--- src/design/mpt_regs.vh ---
`ifndef MPT_REGS_VH
`define MPT_REGS_VH

// Register byte offsets on the APB slave.
`define MPT_OFS_CTL0 8'h00
`define MPT_OFS_CTL1 8'h04
`define MPT_OFS_PERIOD 8'h08
`define MPT_OFS_DEAD 8'h0C
`define MPT_OFS_DUTY0 8'h10
`define MPT_OFS_DUTY5 8'h24
`define MPT_OFS_STAT 8'h28

// Control zero fields.
`define MPT_CTL0_EN 0
`define MPT_CTL0_READY 1
`define MPT_CTL0_CENTER 2

// Control one fields.
`define MPT_CTL1_COUNT_CLOCK_DIVIDER_LSB 0
`define MPT_CTL1_RF_LSB 2
`define MPT_CTL1_INDEP_LSB 4
`define MPT_CTL1_POL_LSB 7

// Status fields.
`define MPT_STAT_CNT_LSB 0
`define MPT_STAT_DIR 12
`define MPT_STAT_READY 13
`define MPT_STAT_COUNT_CLOCK_DIVIDER_LSB 14
`define MPT_STAT_PINS_LSB 16

// Reset values.
`define MPT_RST_PERIOD 12'hFFF
`define MPT_RST_DUTY 16'h0000
`define MPT_RST_DEAD 8'h00

`endif

--- src/design/mpt_pair.v ---
`timescale 1ns/100ps
// One output pair: applies dead time between the high and low requests.
// In independent operation the requests pass straight to the registered outputs.
module mpt_pair #(
	parameter DW = 8
) (
	input wire clk,
	input wire srst,
	input wire comp,
	input wire [DW-1:0] dead,
	input wire h_req,
	input wire l_req,
	output reg h_act,
	output reg l_act
);
	// Cycles each request has been continuously high, saturating.
	reg [DW-1:0] h_cnt_r;
	reg [DW-1:0] l_cnt_r;
	wire [DW-1:0] cnt_max = {DW{1'b1}};

	// Count how long each request has been asserted.
	always @(posedge clk) begin
		if (srst) begin
			h_cnt_r <= {DW{1'b0}};
			l_cnt_r <= {DW{1'b0}};
		end else begin
			h_cnt_r <= !h_req ? {DW{1'b0}} : (h_cnt_r == cnt_max ? h_cnt_r : h_cnt_r + 1'b1);
			l_cnt_r <= !l_req ? {DW{1'b0}} : (l_cnt_r == cnt_max ? l_cnt_r : l_cnt_r + 1'b1);
		end
	end

	// A side turns on only after its request has stood for the dead time with the partner's request down.
	// Turn-off is immediate, so the gap between the two sides equals the dead time and a zero dead time
	// costs no active time; the two requests are exclusive here, so the outputs can never overlap.
	always @(posedge clk) begin
		if (srst) begin
			h_act <= 1'b0;
			l_act <= 1'b0;
		end else if (!comp) begin
			h_act <= h_req;
			l_act <= l_req;
		end else begin
			h_act <= h_req && (h_cnt_r >= dead) && !l_req;
			l_act <= l_req && (l_cnt_r >= dead) && !h_req;
		end
	end
endmodule

--- src/design/mpt_timebase.v ---
`timescale 1ns/100ps
// Functional notes
// - High option bit sets high-side off-state, polarity.
// - Low option bit sets low-side off-state, polarity.
// - Off-state equals option bit; active is opposite.
// - Option bits fixed at reset, software cannot change.
// - Motor enable off: all six pins undriven.
// - Motor enable on: undriven in reset, then off-state.
// - Duty and prescale writes buffered until reload.
// - Reload every 1, 2, 4 or 8 periods.
// - Buffers transfer at first reload after ready.
// - Two-bit prescale divides clock by 1,2,4,8.
// - Prescale ratio changes only at reload events.
// - Edge mode: 12-bit up counter wraps to zero.
// - Edge period is prescale times reload value.
// - Center mode counts up then down; double period.
// - Each pair independent or complementary, selectable.
// - Complementary pairs get dead time, never overlap.
// - Duty and dead time set active time.
// - Signed 16-bit duty; zero or less stays inactive.
// - Polarity clear: high starts on, low opposite.
`include "mpt_regs.vh"
module mpt_timebase #(
	parameter CW = 12,
	parameter DW = 8
) (
	input wire clk,
	input wire srst,
	input wire psel,
	input wire penable,
	input wire pwrite,
	input wire [7:0] paddr,
	input wire [31:0] pwdata,
	output wire pready,
	output reg [31:0] prdata,
	output reg pslverr,
	input wire high_side_offstate_option,
	input wire low_side_offstate_option,
	input wire motor_output_enable_option,
	output wire high_side_out_0,
	output wire high_side_out_0_oe,
	output wire high_side_out_1,
	output wire high_side_out_1_oe,
	output wire high_side_out_2,
	output wire high_side_out_2_oe,
	output wire low_side_out_0,
	output wire low_side_out_0_oe,
	output wire low_side_out_1,
	output wire low_side_out_1_oe,
	output wire low_side_out_2,
	output wire low_side_out_2_oe
);
	// Option bit synchronisers; the first stage feeds only the second.
	reg [2:0] opt_s1_r;
	reg [2:0] opt_s2_r;
	// Option values sampled while reset is applied, frozen after release.
	reg opt_hi_r;
	reg opt_lo_r;
	reg opt_en_r;
	// Pin drive enable, low through reset.
	reg oe_r;
	// Registered pin levels, high side in bits 2:0, low side in bits 5:3.
	reg [5:0] pin_r;

	// Software visible control.
	reg enable_r;
	reg ready_r;
	reg center_r;
	reg [1:0] rf_sel_r;
	reg [2:0] indep_r;
	reg [2:0] pol_r;
	reg [DW-1:0] dead_r;
	// Shadow copies written by software.
	reg [1:0] count_clock_divider_sh_r;
	reg [CW-1:0] per_sh_r;
	reg [15:0] duty_sh_r [0:5];
	// Active copies used by the counter and comparators.
	reg [1:0] count_clock_divider_a_r;
	reg [CW-1:0] per_a_r;
	reg [15:0] duty_a_r [0:5];

	// Time base state.
	reg [2:0] pre_cnt_r;
	reg [CW-1:0] cnt_r;
	reg dir_down_r;
	reg [2:0] rf_cnt_r;

	integer i;

	// APB decode.
	wire acc = psel && penable;
	wire wr = acc && pwrite;
	wire setup = psel && !penable;
	wire duty_hit = (paddr >= `MPT_OFS_DUTY0) && (paddr <= `MPT_OFS_DUTY5) && (paddr[1:0] == 2'b00);
	wire [7:0] duty_ofs = paddr - `MPT_OFS_DUTY0;
	wire [2:0] duty_idx = duty_ofs[4:2];

	// The slave never inserts wait states.
	assign pready = acc;

	// Prescale and reload-frequency limits.
	wire [3:0] pre_lim = (4'h1 << count_clock_divider_a_r) - 4'h1;
	wire [3:0] rf_lim = (4'h1 << rf_sel_r) - 4'h1;
	wire tick = (pre_cnt_r == pre_lim[2:0]);
	// A zero period is treated as one so the counter cannot stall.
	wire [CW-1:0] per_eff = (per_a_r == {CW{1'b0}}) ? {{(CW-1){1'b0}}, 1'b1} : per_a_r;
	wire [CW-1:0] per_m1 = per_eff - 1'b1;
	wire [CW-1:0] one = {{(CW-1){1'b0}}, 1'b1};

	// End of period in either counting mode.
	wire pend_edge = tick && (cnt_r >= per_m1);
	wire pend_center = tick && dir_down_r && (cnt_r <= one);
	wire pend = enable_r && (center_r ? pend_center : pend_edge);
	wire reload = pend && (rf_cnt_r == rf_lim[2:0]);
	wire xfer = reload && ready_r;

	// Option bit synchronisers.
	always @(posedge clk) begin
		opt_s1_r <= {motor_output_enable_option, low_side_offstate_option, high_side_offstate_option};
		opt_s2_r <= opt_s1_r;
	end

	// Option values are taken only while reset is held, never from software.
	always @(posedge clk) begin
		if (srst) begin
			opt_hi_r <= opt_s2_r[0];
			opt_lo_r <= opt_s2_r[1];
			opt_en_r <= opt_s2_r[2];
		end
	end

	// Pins float through reset and are driven after release only if enabled.
	always @(posedge clk) begin
		if (srst) begin
			oe_r <= 1'b0;
		end else begin
			oe_r <= opt_en_r;
		end
	end

	// APB register writes and the buffered transfer.
	always @(posedge clk) begin
		if (srst) begin
			enable_r <= 1'b0;
			ready_r <= 1'b0;
			center_r <= 1'b0;
			rf_sel_r <= 2'h0;
			indep_r <= 3'h0;
			pol_r <= 3'h0;
			dead_r <= `MPT_RST_DEAD;
			count_clock_divider_sh_r <= 2'h0;
			per_sh_r <= `MPT_RST_PERIOD;
			count_clock_divider_a_r <= 2'h0;
			per_a_r <= `MPT_RST_PERIOD;
			for (i = 0; i < 6; i = i + 1) begin
				duty_sh_r[i] <= `MPT_RST_DUTY;
				duty_a_r[i] <= `MPT_RST_DUTY;
			end
		end else begin
			// Transfer first so a same-cycle ready write can set it again.
			if (xfer) begin
				count_clock_divider_a_r <= count_clock_divider_sh_r;
				per_a_r <= per_sh_r;
				for (i = 0; i < 6; i = i + 1) begin
					duty_a_r[i] <= duty_sh_r[i];
				end
				ready_r <= 1'b0;
			end
			if (wr) begin
				case (paddr)
					`MPT_OFS_CTL0: begin
						enable_r <= pwdata[`MPT_CTL0_EN];
						center_r <= pwdata[`MPT_CTL0_CENTER];
						// Writing zero does not withdraw a pending update.
						if (pwdata[`MPT_CTL0_READY]) begin
							ready_r <= 1'b1;
						end
					end
					`MPT_OFS_CTL1: begin
						count_clock_divider_sh_r <= pwdata[`MPT_CTL1_COUNT_CLOCK_DIVIDER_LSB +: 2];
						rf_sel_r <= pwdata[`MPT_CTL1_RF_LSB +: 2];
						indep_r <= pwdata[`MPT_CTL1_INDEP_LSB +: 3];
						pol_r <= pwdata[`MPT_CTL1_POL_LSB +: 3];
					end
					`MPT_OFS_PERIOD: begin
						per_sh_r <= pwdata[CW-1:0];
					end
					`MPT_OFS_DEAD: begin
						dead_r <= pwdata[DW-1:0];
					end
					default: begin
						// Duty writes land in the shadow only.
						if (duty_hit) begin
							duty_sh_r[duty_idx] <= pwdata[15:0];
						end
					end
				endcase
			end
		end
	end

	// Read data and error flag are captured in the setup cycle.
	always @(posedge clk) begin
		if (srst) begin
			prdata <= 32'h00000000;
			pslverr <= 1'b0;
		end else if (setup) begin
			pslverr <= 1'b0;
			prdata <= 32'h00000000;
			case (paddr)
				`MPT_OFS_CTL0: begin
					prdata[`MPT_CTL0_EN] <= enable_r;
					prdata[`MPT_CTL0_READY] <= ready_r;
					prdata[`MPT_CTL0_CENTER] <= center_r;
				end
				`MPT_OFS_CTL1: begin
					prdata[9:0] <= {pol_r, indep_r, rf_sel_r, count_clock_divider_sh_r};
				end
				`MPT_OFS_PERIOD: begin
					prdata[CW-1:0] <= per_sh_r;
				end
				`MPT_OFS_DEAD: begin
					prdata[DW-1:0] <= dead_r;
				end
				`MPT_OFS_STAT: begin
					// Status shows the live counter and active settings.
					prdata[`MPT_STAT_CNT_LSB +: CW] <= cnt_r;
					prdata[`MPT_STAT_DIR] <= dir_down_r;
					prdata[`MPT_STAT_READY] <= ready_r;
					prdata[`MPT_STAT_COUNT_CLOCK_DIVIDER_LSB +: 2] <= count_clock_divider_a_r;
					prdata[`MPT_STAT_PINS_LSB +: 6] <= pin_r;
				end
				default: begin
					if (duty_hit) begin
						prdata[15:0] <= duty_sh_r[duty_idx];
					end else begin
						pslverr <= 1'b1;
					end
				end
			endcase
		end
	end

	// Prescaler: one count tick every 1, 2, 4 or 8 system clocks.
	always @(posedge clk) begin
		if (srst || !enable_r) begin
			pre_cnt_r <= 3'h0;
		end else if (tick) begin
			pre_cnt_r <= 3'h0;
		end else begin
			pre_cnt_r <= pre_cnt_r + 3'h1;
		end
	end

	// Master counter in edge or center alignment.
	always @(posedge clk) begin
		if (srst || !enable_r) begin
			cnt_r <= {CW{1'b0}};
			dir_down_r <= 1'b0;
		end else if (tick) begin
			if (!center_r) begin
				dir_down_r <= 1'b0;
				// Count 0 to period-1 so the period is prescale times reload.
				if (cnt_r >= per_m1) begin
					cnt_r <= {CW{1'b0}};
				end else begin
					cnt_r <= cnt_r + one;
				end
			end else if (!dir_down_r) begin
				// Turn at the reload value, then fall back to zero.
				if (cnt_r >= per_eff) begin
					dir_down_r <= 1'b1;
					cnt_r <= cnt_r - one;
				end else begin
					cnt_r <= cnt_r + one;
				end
			end else begin
				if (cnt_r <= one) begin
					cnt_r <= {CW{1'b0}};
					dir_down_r <= 1'b0;
				end else begin
					cnt_r <= cnt_r - one;
				end
			end
		end
	end

	// Period counter for the reload frequency.
	always @(posedge clk) begin
		if (srst || !enable_r) begin
			rf_cnt_r <= 3'h0;
		end else if (reload) begin
			rf_cnt_r <= 3'h0;
		end else if (pend) begin
			rf_cnt_r <= rf_cnt_r + 3'h1;
		end
	end

	// Comparators: a positive duty is active while the count is below it.
	reg [5:0] pos;
	reg [5:0] below;
	integer k;
	always @* begin
		for (k = 0; k < 6; k = k + 1) begin
			pos[k] = !duty_a_r[k][15] && (duty_a_r[k] != 16'h0000);
			below[k] = ({4'h0, cnt_r} < duty_a_r[k]);
		end
	end

	// Requests per pair before dead time.
	wire [2:0] h_req;
	wire [2:0] l_req;
	wire [2:0] h_act;
	wire [2:0] l_act;

	genvar g;
	generate
		for (g = 0; g < 3; g = g + 1) begin : pair
			// High side starts on unless the polarity bit swaps it.
			assign h_req[g] = pos[g] && (below[g] ^ pol_r[g]);
			// Low side follows its own duty, or is the inverse of the high side.
			assign l_req[g] = indep_r[g] ? (pos[g+3] && (below[g+3] ^ !pol_r[g])) : !h_req[g];
			mpt_pair #(
				.DW(DW)
			) u_pair (
				.clk(clk),
				.srst(srst),
				.comp(!indep_r[g]),
				.dead(dead_r),
				.h_req(h_req[g]),
				.l_req(l_req[g]),
				.h_act(h_act[g]),
				.l_act(l_act[g])
			);
		end
	endgenerate

	// Pin levels: off-state equals the option bit, active state is its inverse.
	always @(posedge clk) begin
		if (srst) begin
			pin_r <= 6'h00;
		end else if (!enable_r) begin
			pin_r <= {{3{opt_lo_r}}, {3{opt_hi_r}}};
		end else begin
			pin_r <= {l_act ^ {3{opt_lo_r}}, h_act ^ {3{opt_hi_r}}};
		end
	end

	// Pin outputs with a shared drive enable.
	assign high_side_out_0 = pin_r[0];
	assign high_side_out_1 = pin_r[1];
	assign high_side_out_2 = pin_r[2];
	assign low_side_out_0 = pin_r[3];
	assign low_side_out_1 = pin_r[4];
	assign low_side_out_2 = pin_r[5];
	assign high_side_out_0_oe = oe_r;
	assign high_side_out_1_oe = oe_r;
	assign high_side_out_2_oe = oe_r;
	assign low_side_out_0_oe = oe_r;
	assign low_side_out_1_oe = oe_r;
	assign low_side_out_2_oe = oe_r;
endmodule

--- config.mk ---
export PLATFORM = sky130hd
export DESIGN_NAME = mpt_timebase
export DESIGN_NICKNAME = d
export VERILOG_FILES = /design/src/design/mpt_pair.v /design/src/design/mpt_timebase.v
export VERILOG_INCLUDE_DIRS = /design/src /design/src/design
export SDC_FILE = /design/constraint.sdc
export NUM_CORES = 1
export LEC_CHECK = 0
export BUFFER_PORTS_ARGS = -buffer_cell sky130_fd_sc_hd__clkbuf_2
export CORE_MARGIN = 2
export CORE_UTILIZATION = 36
export DETAILED_ROUTE_END_ITERATION = 8
export GPL_TIMING_DRIVEN = 1
export PLACE_DENSITY = 0.55
export SYNTH_ARGS = -nofsm -noshare
export SYNTH_HDL_FRONTEND = slang
export SYNTH_SLANG_ARGS = --single-unit
--- constraint.sdc ---
create_clock -name clk -period 6 [get_ports clk]
set_clock_uncertainty 0.2 [all_clocks]
set_input_delay 0.9 -clock clk [delete_from_list [all_inputs] [get_ports clk]]
set_output_delay 0.9 -clock clk [all_outputs]
set_load 0.02 [all_outputs]
==> results of run 1 <==
-- worst max-delay path, delay by kind of cell, from the launching register on --
kind,cells,cell delay [ps]
flops,1,360
buf+inv,3,610
simple gates,9,1800
compound gates,3,780
fa+ha+maj,2,490
xor+xnor,1,140
-- worst min path at each step --
stage          slack [ps]           to
6_report              130  opt_s2_r[1]
5_1_grt               140  opt_s2_r[0]
4_1_cts               130  opt_s2_r[1]
3_5_place_dp          110  opt_s2_r[0]
3_3_place_gp          110  opt_s2_r[2]
2_1_floorplan         110  opt_s2_r[0]
-- power by group through the flow --
stage	Combinational, uW	Clock (uW)	Sequential [uW]
after floorplan	183	0	2960
after global placement	310	0	2970
after detailed placement	314	0	2970
after CTS	315	2710	2910
after global routing	339	2820	2920
final	314	2660	2910
-- metal layers --
metal  vias to the layer above  GRT usage [%]
met3                        91           3.24
li1                       6785              -
met4                         2           7.58
met5                         -              0
met2                       347           30.8
met1                      6952           25.7
-- area by class of cell --
class	instances	area share (%)
clock buffer	53	5.12
clock inverter	26	1.16
inverter	118	1.96
multi-input combinational	1281	41.0
sequential	383	44.0
tap	704	3.90
timing repair buffer	101	2.78
-- cell usage after synthesis, types with 17 or more instances --
library cell  instances  area (um2)
inv_1               118         443
a21oi_1              91         455
a211o_1              17         149
ha_1                150        1880
and2_1              198        1240
nor3_1               35         175
mux2i_1              52         521
xor2_1               23         201
mux4_2               33         743
nand2b_1             24         150
dfxtp_1             156        3120
a21o_1               18         135
nand4_1              23         144
nand3_1              35         175
o21ai_0              58         290
nor4_1               34         213
edfxtp_1            227        6820
clkbuf_1             53         199
xnor2_1              21         184
nor2_1              150         563
nand2_1              95         357
o211ai_1             17         128
-- through the flow --
stage          total power [uW]  setup slack, ps  cells  utilization (%)
2_1_floorplan              3140              159   1869                -
3_3_place_gp               3280             1320   2587             38.5
3_5_place_dp               3290             1270   2587             38.5
4_1_cts                    5940             1250   2666             41.1
5_1_grt                    6080              932   2666             41.1
6_report                   5890             1260   2666             41.1
-- kinds of logic (layout without fill, tap and decap cells) --
family | count (synthesis) | after routing | synth area share [%]
compound gates | 294 | 294 | 9.85
buf+inv | 205 | 298 | 4.31
xor+xnor | 44 | 44 | 1.94
other cells | 1 | 42 | 0.0189
mux | 93 | 93 | 6.81
simple gates | 658 | 658 | 17.6
flops | 383 | 383 | 50.0
fa+ha+maj | 150 | 150 | 9.44
-- flip-flops by register name, indices dropped and copies added (netlist names), 8 cells and up --
name,count
dead_r,8
prdata,22
duty_sh_r,128
pair.u_pair.h_cnt_r,24
duty_a_r,96
per_a_r,12
pair.u_pair.l_cnt_r,24
cnt_r,12
per_sh_r,12
==> results.ini, run 1 <==
[global_routing]
grt_max_degree = 97
grt_pass1_wl_mm = 83.2
antenna_found_initial = 1
grt-ovfl-total = 0
grt_pass1_vias = 14100
grt.total_usage_pct = 19.2

[job]
cap_violations = 0

[setup_path]
critPathSlowestCell = o211ai_2
cp.arrival_ps = 4810
r2r-end = duty_a_r[1][10]
r2r_setup_slack_ps = 1260
crit_end = duty_a_r[1][10]
worstPathRequired_ps = 6070
critPathMaxFanout = 36
cp-start-kind = flip-flop
rr_startpoint = per_a_r[6]
path_class = reg -> reg
rr_worst_depth = 18
crit_start = per_a_r[6]
cpMostUsedCell = nand2_1
max_stage_delay_ps = 460
crit_chain = nor4_1 > nand2_1 > nor4_1 > a21o_1 > inv_1 > ha_1 > nand2_1 > nor3_1 > xnor2_1 > ha_1 > nand2_1 > nor3_1 > a21oi_1 > o211ai_2 > nand4_4 > buf_4 > nand2_4 > buf_12
cp-end-kind = flip-flop

[route]
via_count = 14200
drt-met1-wl_mm = 24.2
top_layer = met5
via_per_inst = 5.32
dr_wl_met3_mm = 2.81
drt.antenna.violating_nets = 0
first_iter_violations = 890
routed_wl_mm = 53.8
post_drt_wl_per_cell_um = 20.2
wl_met2_mm = 24.8
drc_errors = 0
firstDrtPassIters = 5

[place]
placed_cell_area_mm2 = 0.0212
gp_congestion = 0.873
dpl.hpwl_mm = 38.7
placement.io_buffers = 67

[worst_hold_path]
hold_class = reg -> reg
min_from = opt_s1_r[1]
holdPathStages = 0

[layout]
finalNetCount = 2126
diodes = 0
syn2layout_area_growth_pct = 13.6
stdcell_area_mm2 = 0.0226
final_common_cell = edfxtp_1
drive_gt1_share_pct = 11.9
final_cell_mix = edfxtp_1, and2_1, dfxtp_1
fill_cells = 5252
multi_input_area_mm2 = 0.00926
seq_area_mm2 = 0.00994

[timing]
worst_slew_margin_rel_pct = 18.7
final.setup.tns_ps = 0
max_freq_ghz = 0.211
period_needed_ps = 4740
grt_setup_unrepaired = false
min_period_over_period_pct = 79.1
holdWs_ps = 130
finalHoldViolCount = 0
setup_viol = 0
maxSlewViolCount = 0
tightest_slew_ps = 1220

[pwr]
vdd_ir_drop_max_uv = 180
power_density_mw_per_mm2 = 261
p_seq_share_pct = 49.5
leakage_uw = 0.00920
power_frac_comb_pct = 5.3
switching_share_pct = 23.2
switchingPower_uw = 1360
intPower_uw = 4520
clkPwrFrac_pct = 45.1

[clocking]
cts-hold-fix-buffers = 0
clkSinkCount = 383
cts-resized-gates = 0
clock_latency_ps = 580
clk_pin_slew_worst_paths_ps = 60
cts_tree = built
cts_setup_buffers = 0
cts_root_buf = clkbuf_16
numCtsBuffers = 43
cts_max_level = 2
cts_max_path_buffers = 3

[outcome]
status = finished, final reports clean

[yosys]
synth_edf_count = 227
async_reset_ff_share_pct = 0
ys_seq_elements = 383
synth_area_mm2 = 0.0199
avgSynthCellArea_um2 = 10.9
synth_cells = 1828
synth-main-ff-cell = edfxtp_1
synth.distinct_cells = 71
yosys_warnings = 0
yosysSeqAreaShare_pct = 50.0

[floorplan]
num_io_pins = 94
die_area_mm2 = 0.0571
fp-row-count = 86
die_h_um = 239
die_w_um = 239
core_mm2 = 0.0549
start_util_pct = 36.2

(Power assumes the default switching activity.)
==> inputs of run 2 (changes only) <==
- ABC_AREA: default -> 1
- PLACE_DENSITY: 0.55 -> 0.53
- clock period: 6 -> 4.45 ns (I/O delays scaled with it)
==> run 2 against run 1 <==
Net effect:
- synthesized area grew 0.45%
- first-iteration DRC count up 39%
- register-to-register slack lost 740 ps
- clock-buffer cell count grew 7
- critical endpoint is now duty_a_r[3][0]
==> results.ini, run 2 <==
[timing]
holdWs_ps = 123  ; -6.57 ps
max_freq_ghz = 0.254  ; +21%
finalHoldViolCount = 0  ; unchanged
grt_setup_unrepaired = false
final.setup.tns_ps = 0  ; unchanged
layout_setup_ws_ps = 516  ; -740 ps
setup_viol = 0  ; unchanged
min_period_over_period_pct = 88.4  ; +9.3 points
maxSlewViolCount = 0  ; unchanged
worst_slew_margin_rel_pct = 28.6  ; +9.9 points
tightest_slew_ps = 1070  ; -150 ps
period_needed_ps = 3930  ; -810 ps

[layout]
final_util_pct = 41.6  ; +0.48 points
final_common_cell = inv_1
finalNetCount = 2614  ; +23%
drive_gt1_share_pct = 10.2  ; -1.7 points
syn2layout_area_growth_pct = 14.6
fill_cells = 5510  ; +4.9%
multi_input_area_mm2 = 0.00844  ; -8.8%
largest_register = duty_sh_r
seq_area_mm2 = 0.00994  ; unchanged
largestRegisters = duty_sh_r (128), duty_a_r (96)
final_cell_mix = inv_1, nand2_1, nor2_1
largest_reg_flops = 128  ; unchanged
diodes = 0  ; unchanged

[yosys]
synth_top_area_share_pct = 34.2  ; -0.15 points
netlist_top_cells_area = edfxtp_1, dfxtp_1, ha_1
synth_edf_count = 227  ; unchanged
synth-main-ff-cell = edfxtp_1
async_reset_ff_share_pct = 0  ; unchanged
ys_top_cells_by_count = inv_1, nand2_1, nor2_1
ys_seq_elements = 383  ; unchanged
yosysTopAreaCell = edfxtp_1
synth_cells = 2287  ; +25%
avgSynthCellArea_um2 = 8.73  ; -20%
synth.distinct_cells = 49  ; -31%
synth_area_mm2 = 0.0200  ; +0.45%
yosysSeqAreaShare_pct = 49.8  ; -0.22 points
yosysMostFrequentCell = inv_1
yosys_warnings = 0  ; unchanged

[setup_path]
max_stage_delay_ps = 410  ; -50 ps
critPathSlowestCell = dfxtp_1
path_buf_inv = 2  ; -1
critPathMaxFanout = 36  ; unchanged
cp.arrival_ps = 4000  ; -810 ps
crit_chain = nor2_1 > nand2_1 > inv_1 > a21oi_1 > ha_1 > nand2_1 > nor2_1 > nand3_1 > xor2_1 > ha_1 > nand2_1 > nor3_1 > nand2_1 > nand2_1 > nand4_1 > nand2_4 > buf_12
cp-start-kind = flip-flop
path_delay_family = simple AND/OR/NAND/NOR gates
cpMostUsedCell = nand2_1
path_class = reg -> reg
cp-end-kind = flip-flop
worstPathRequired_ps = 4510  ; -1560 ps

[clocking]
cts_max_level = 2  ; unchanged
cts-hold-fix-buffers = 3  ; +3
numCtsBuffers = 45  ; +4.7%
clk_pin_slew_worst_paths_ps = 60  ; about the same
cts_root_buf = clkbuf_16
cts_setup_buffers = 0  ; unchanged
cts_max_path_buffers = 3  ; unchanged
cts-resized-gates = 0  ; unchanged
cts_tree = built
clkSinkCount = 383  ; unchanged
clock_latency_ps = 590  ; about the same

[floorplan]
die_w_um = 239  ; +0.22%
num_io_pins = 94  ; unchanged
fp-row-count = 86  ; unchanged
die_area_mm2 = 0.0573  ; +0.44%
die_h_um = 239  ; +0.22%
core_mm2 = 0.0550  ; +0.20%
start_util_pct = 36.3  ; +0.091 points

[route]
drc_errors = 0  ; unchanged
post_drt_wl_per_cell_um = 18.7  ; -7.6%
drt.antenna.violating_nets = 0  ; unchanged
firstDrtPassIters = 6  ; +1
via_per_inst = 4.98  ; -6.3%
routed_wl_mm = 59.7  ; +11%
via_count = 15900  ; +12%
first_iter_violations = 1237  ; +39%

[global_routing]
antenna_found_initial = 0  ; -1
grt-ovfl-total = 0  ; unchanged
grt.total_usage_pct = 21.1  ; +1.9 points
grt_pass1_vias = 15500  ; +10%
grt_pass1_wl_mm = 90.8  ; +9.2%
grt_max_degree = 65  ; -33%

[pwr]
leakage_uw = 0.0102  ; +11%
power_density_mw_per_mm2 = 347  ; +33%
total_power_uw = 7940  ; +35%
vdd_ir_drop_max_uv = 253  ; +40%

[place]
gp_congestion = 0.919  ; +5.3%
post-place-ws_ps = 546  ; -729 ps
placement.io_buffers = 67  ; unchanged
dpl.hpwl_mm = 43.7  ; +13%

[job]
cap_violations = 0  ; unchanged

[outcome]
status = finished, final reports clean

[worst_hold_path]
hold_class = reg -> reg

run 2: worst reg2reg max path, delay by kind of cell (launching register included):
kind            cells  cell delay [ps]
simple gates       11             1690
fa+ha+maj           2              520
flops               1              410
buf+inv             2              370
compound gates      1              250
xor+xnor            1              160
run 2: logic make-up (layout without fill, tap and decap cells):
group / after synthesis / count (layout) / share of synthesized area (%)
xor gates and xnor gates: 50 / 50 / 2.19
other: 1 / 42 / 0.0188
muxes: 3 / 3 / 0.150
DFF: 383 / 383 / 49.8
buffers and inverters: 440 / 564 / 8.78
and+or+nand+nor: 884 / 884 / 19.0
adders and majority gates: 150 / 150 / 9.40
AOI/OAI and AO/OA: 376 / 376 / 10.7
run 2: path summary, 6_finish.rpt:
kind	end	startpoint	slack (ps)	cells after the start
worst min register to register	opt_s2_r[1]	opt_s1_r[1]	120	0
worst max register to register	duty_a_r[3][0]	per_a_r[4]	520	17
worst min-delay path	opt_s2_r[1]	opt_s1_r[1]	120	0
worst max-delay path	duty_a_r[3][0]	per_a_r[4]	520	17
run 2: metal layers:
layer	GRT usage [%]	share of wire, %	vias to the layer above
li1	-	-	7834
met1	27.5	44	7519
met2	35.1	47	469
met3	2.78	5.1	126
met4	8.84	4.3	0
met5	0	0	-
run 2: final cells by class:
class / count / area share, %
clock inverter: 23 / 0.809
sequential: 383 / 43.4
inverter: 364 / 5.97
timing repair buffer: 117 / 3.41
clock buffer: 60 / 5.35
multi-input combinational: 1505 / 36.9
tap: 748 / 4.09
run 2: power by group:
group          internal, uW  leakage, uW  switching (uW)
logic                   121      0.00602             339
registers              3860      0.00350            63.3
clock network          2010     0.000696            1540
total                  6000       0.0102            1950
run 2: through the flow:
stage	std cells	instance area, um2
after CTS	3200	22900
after floorplan	2328	20100
after global routing	3200	22900
final	3200	22900
after global placement	3114	21400
after detailed placement	3114	21400
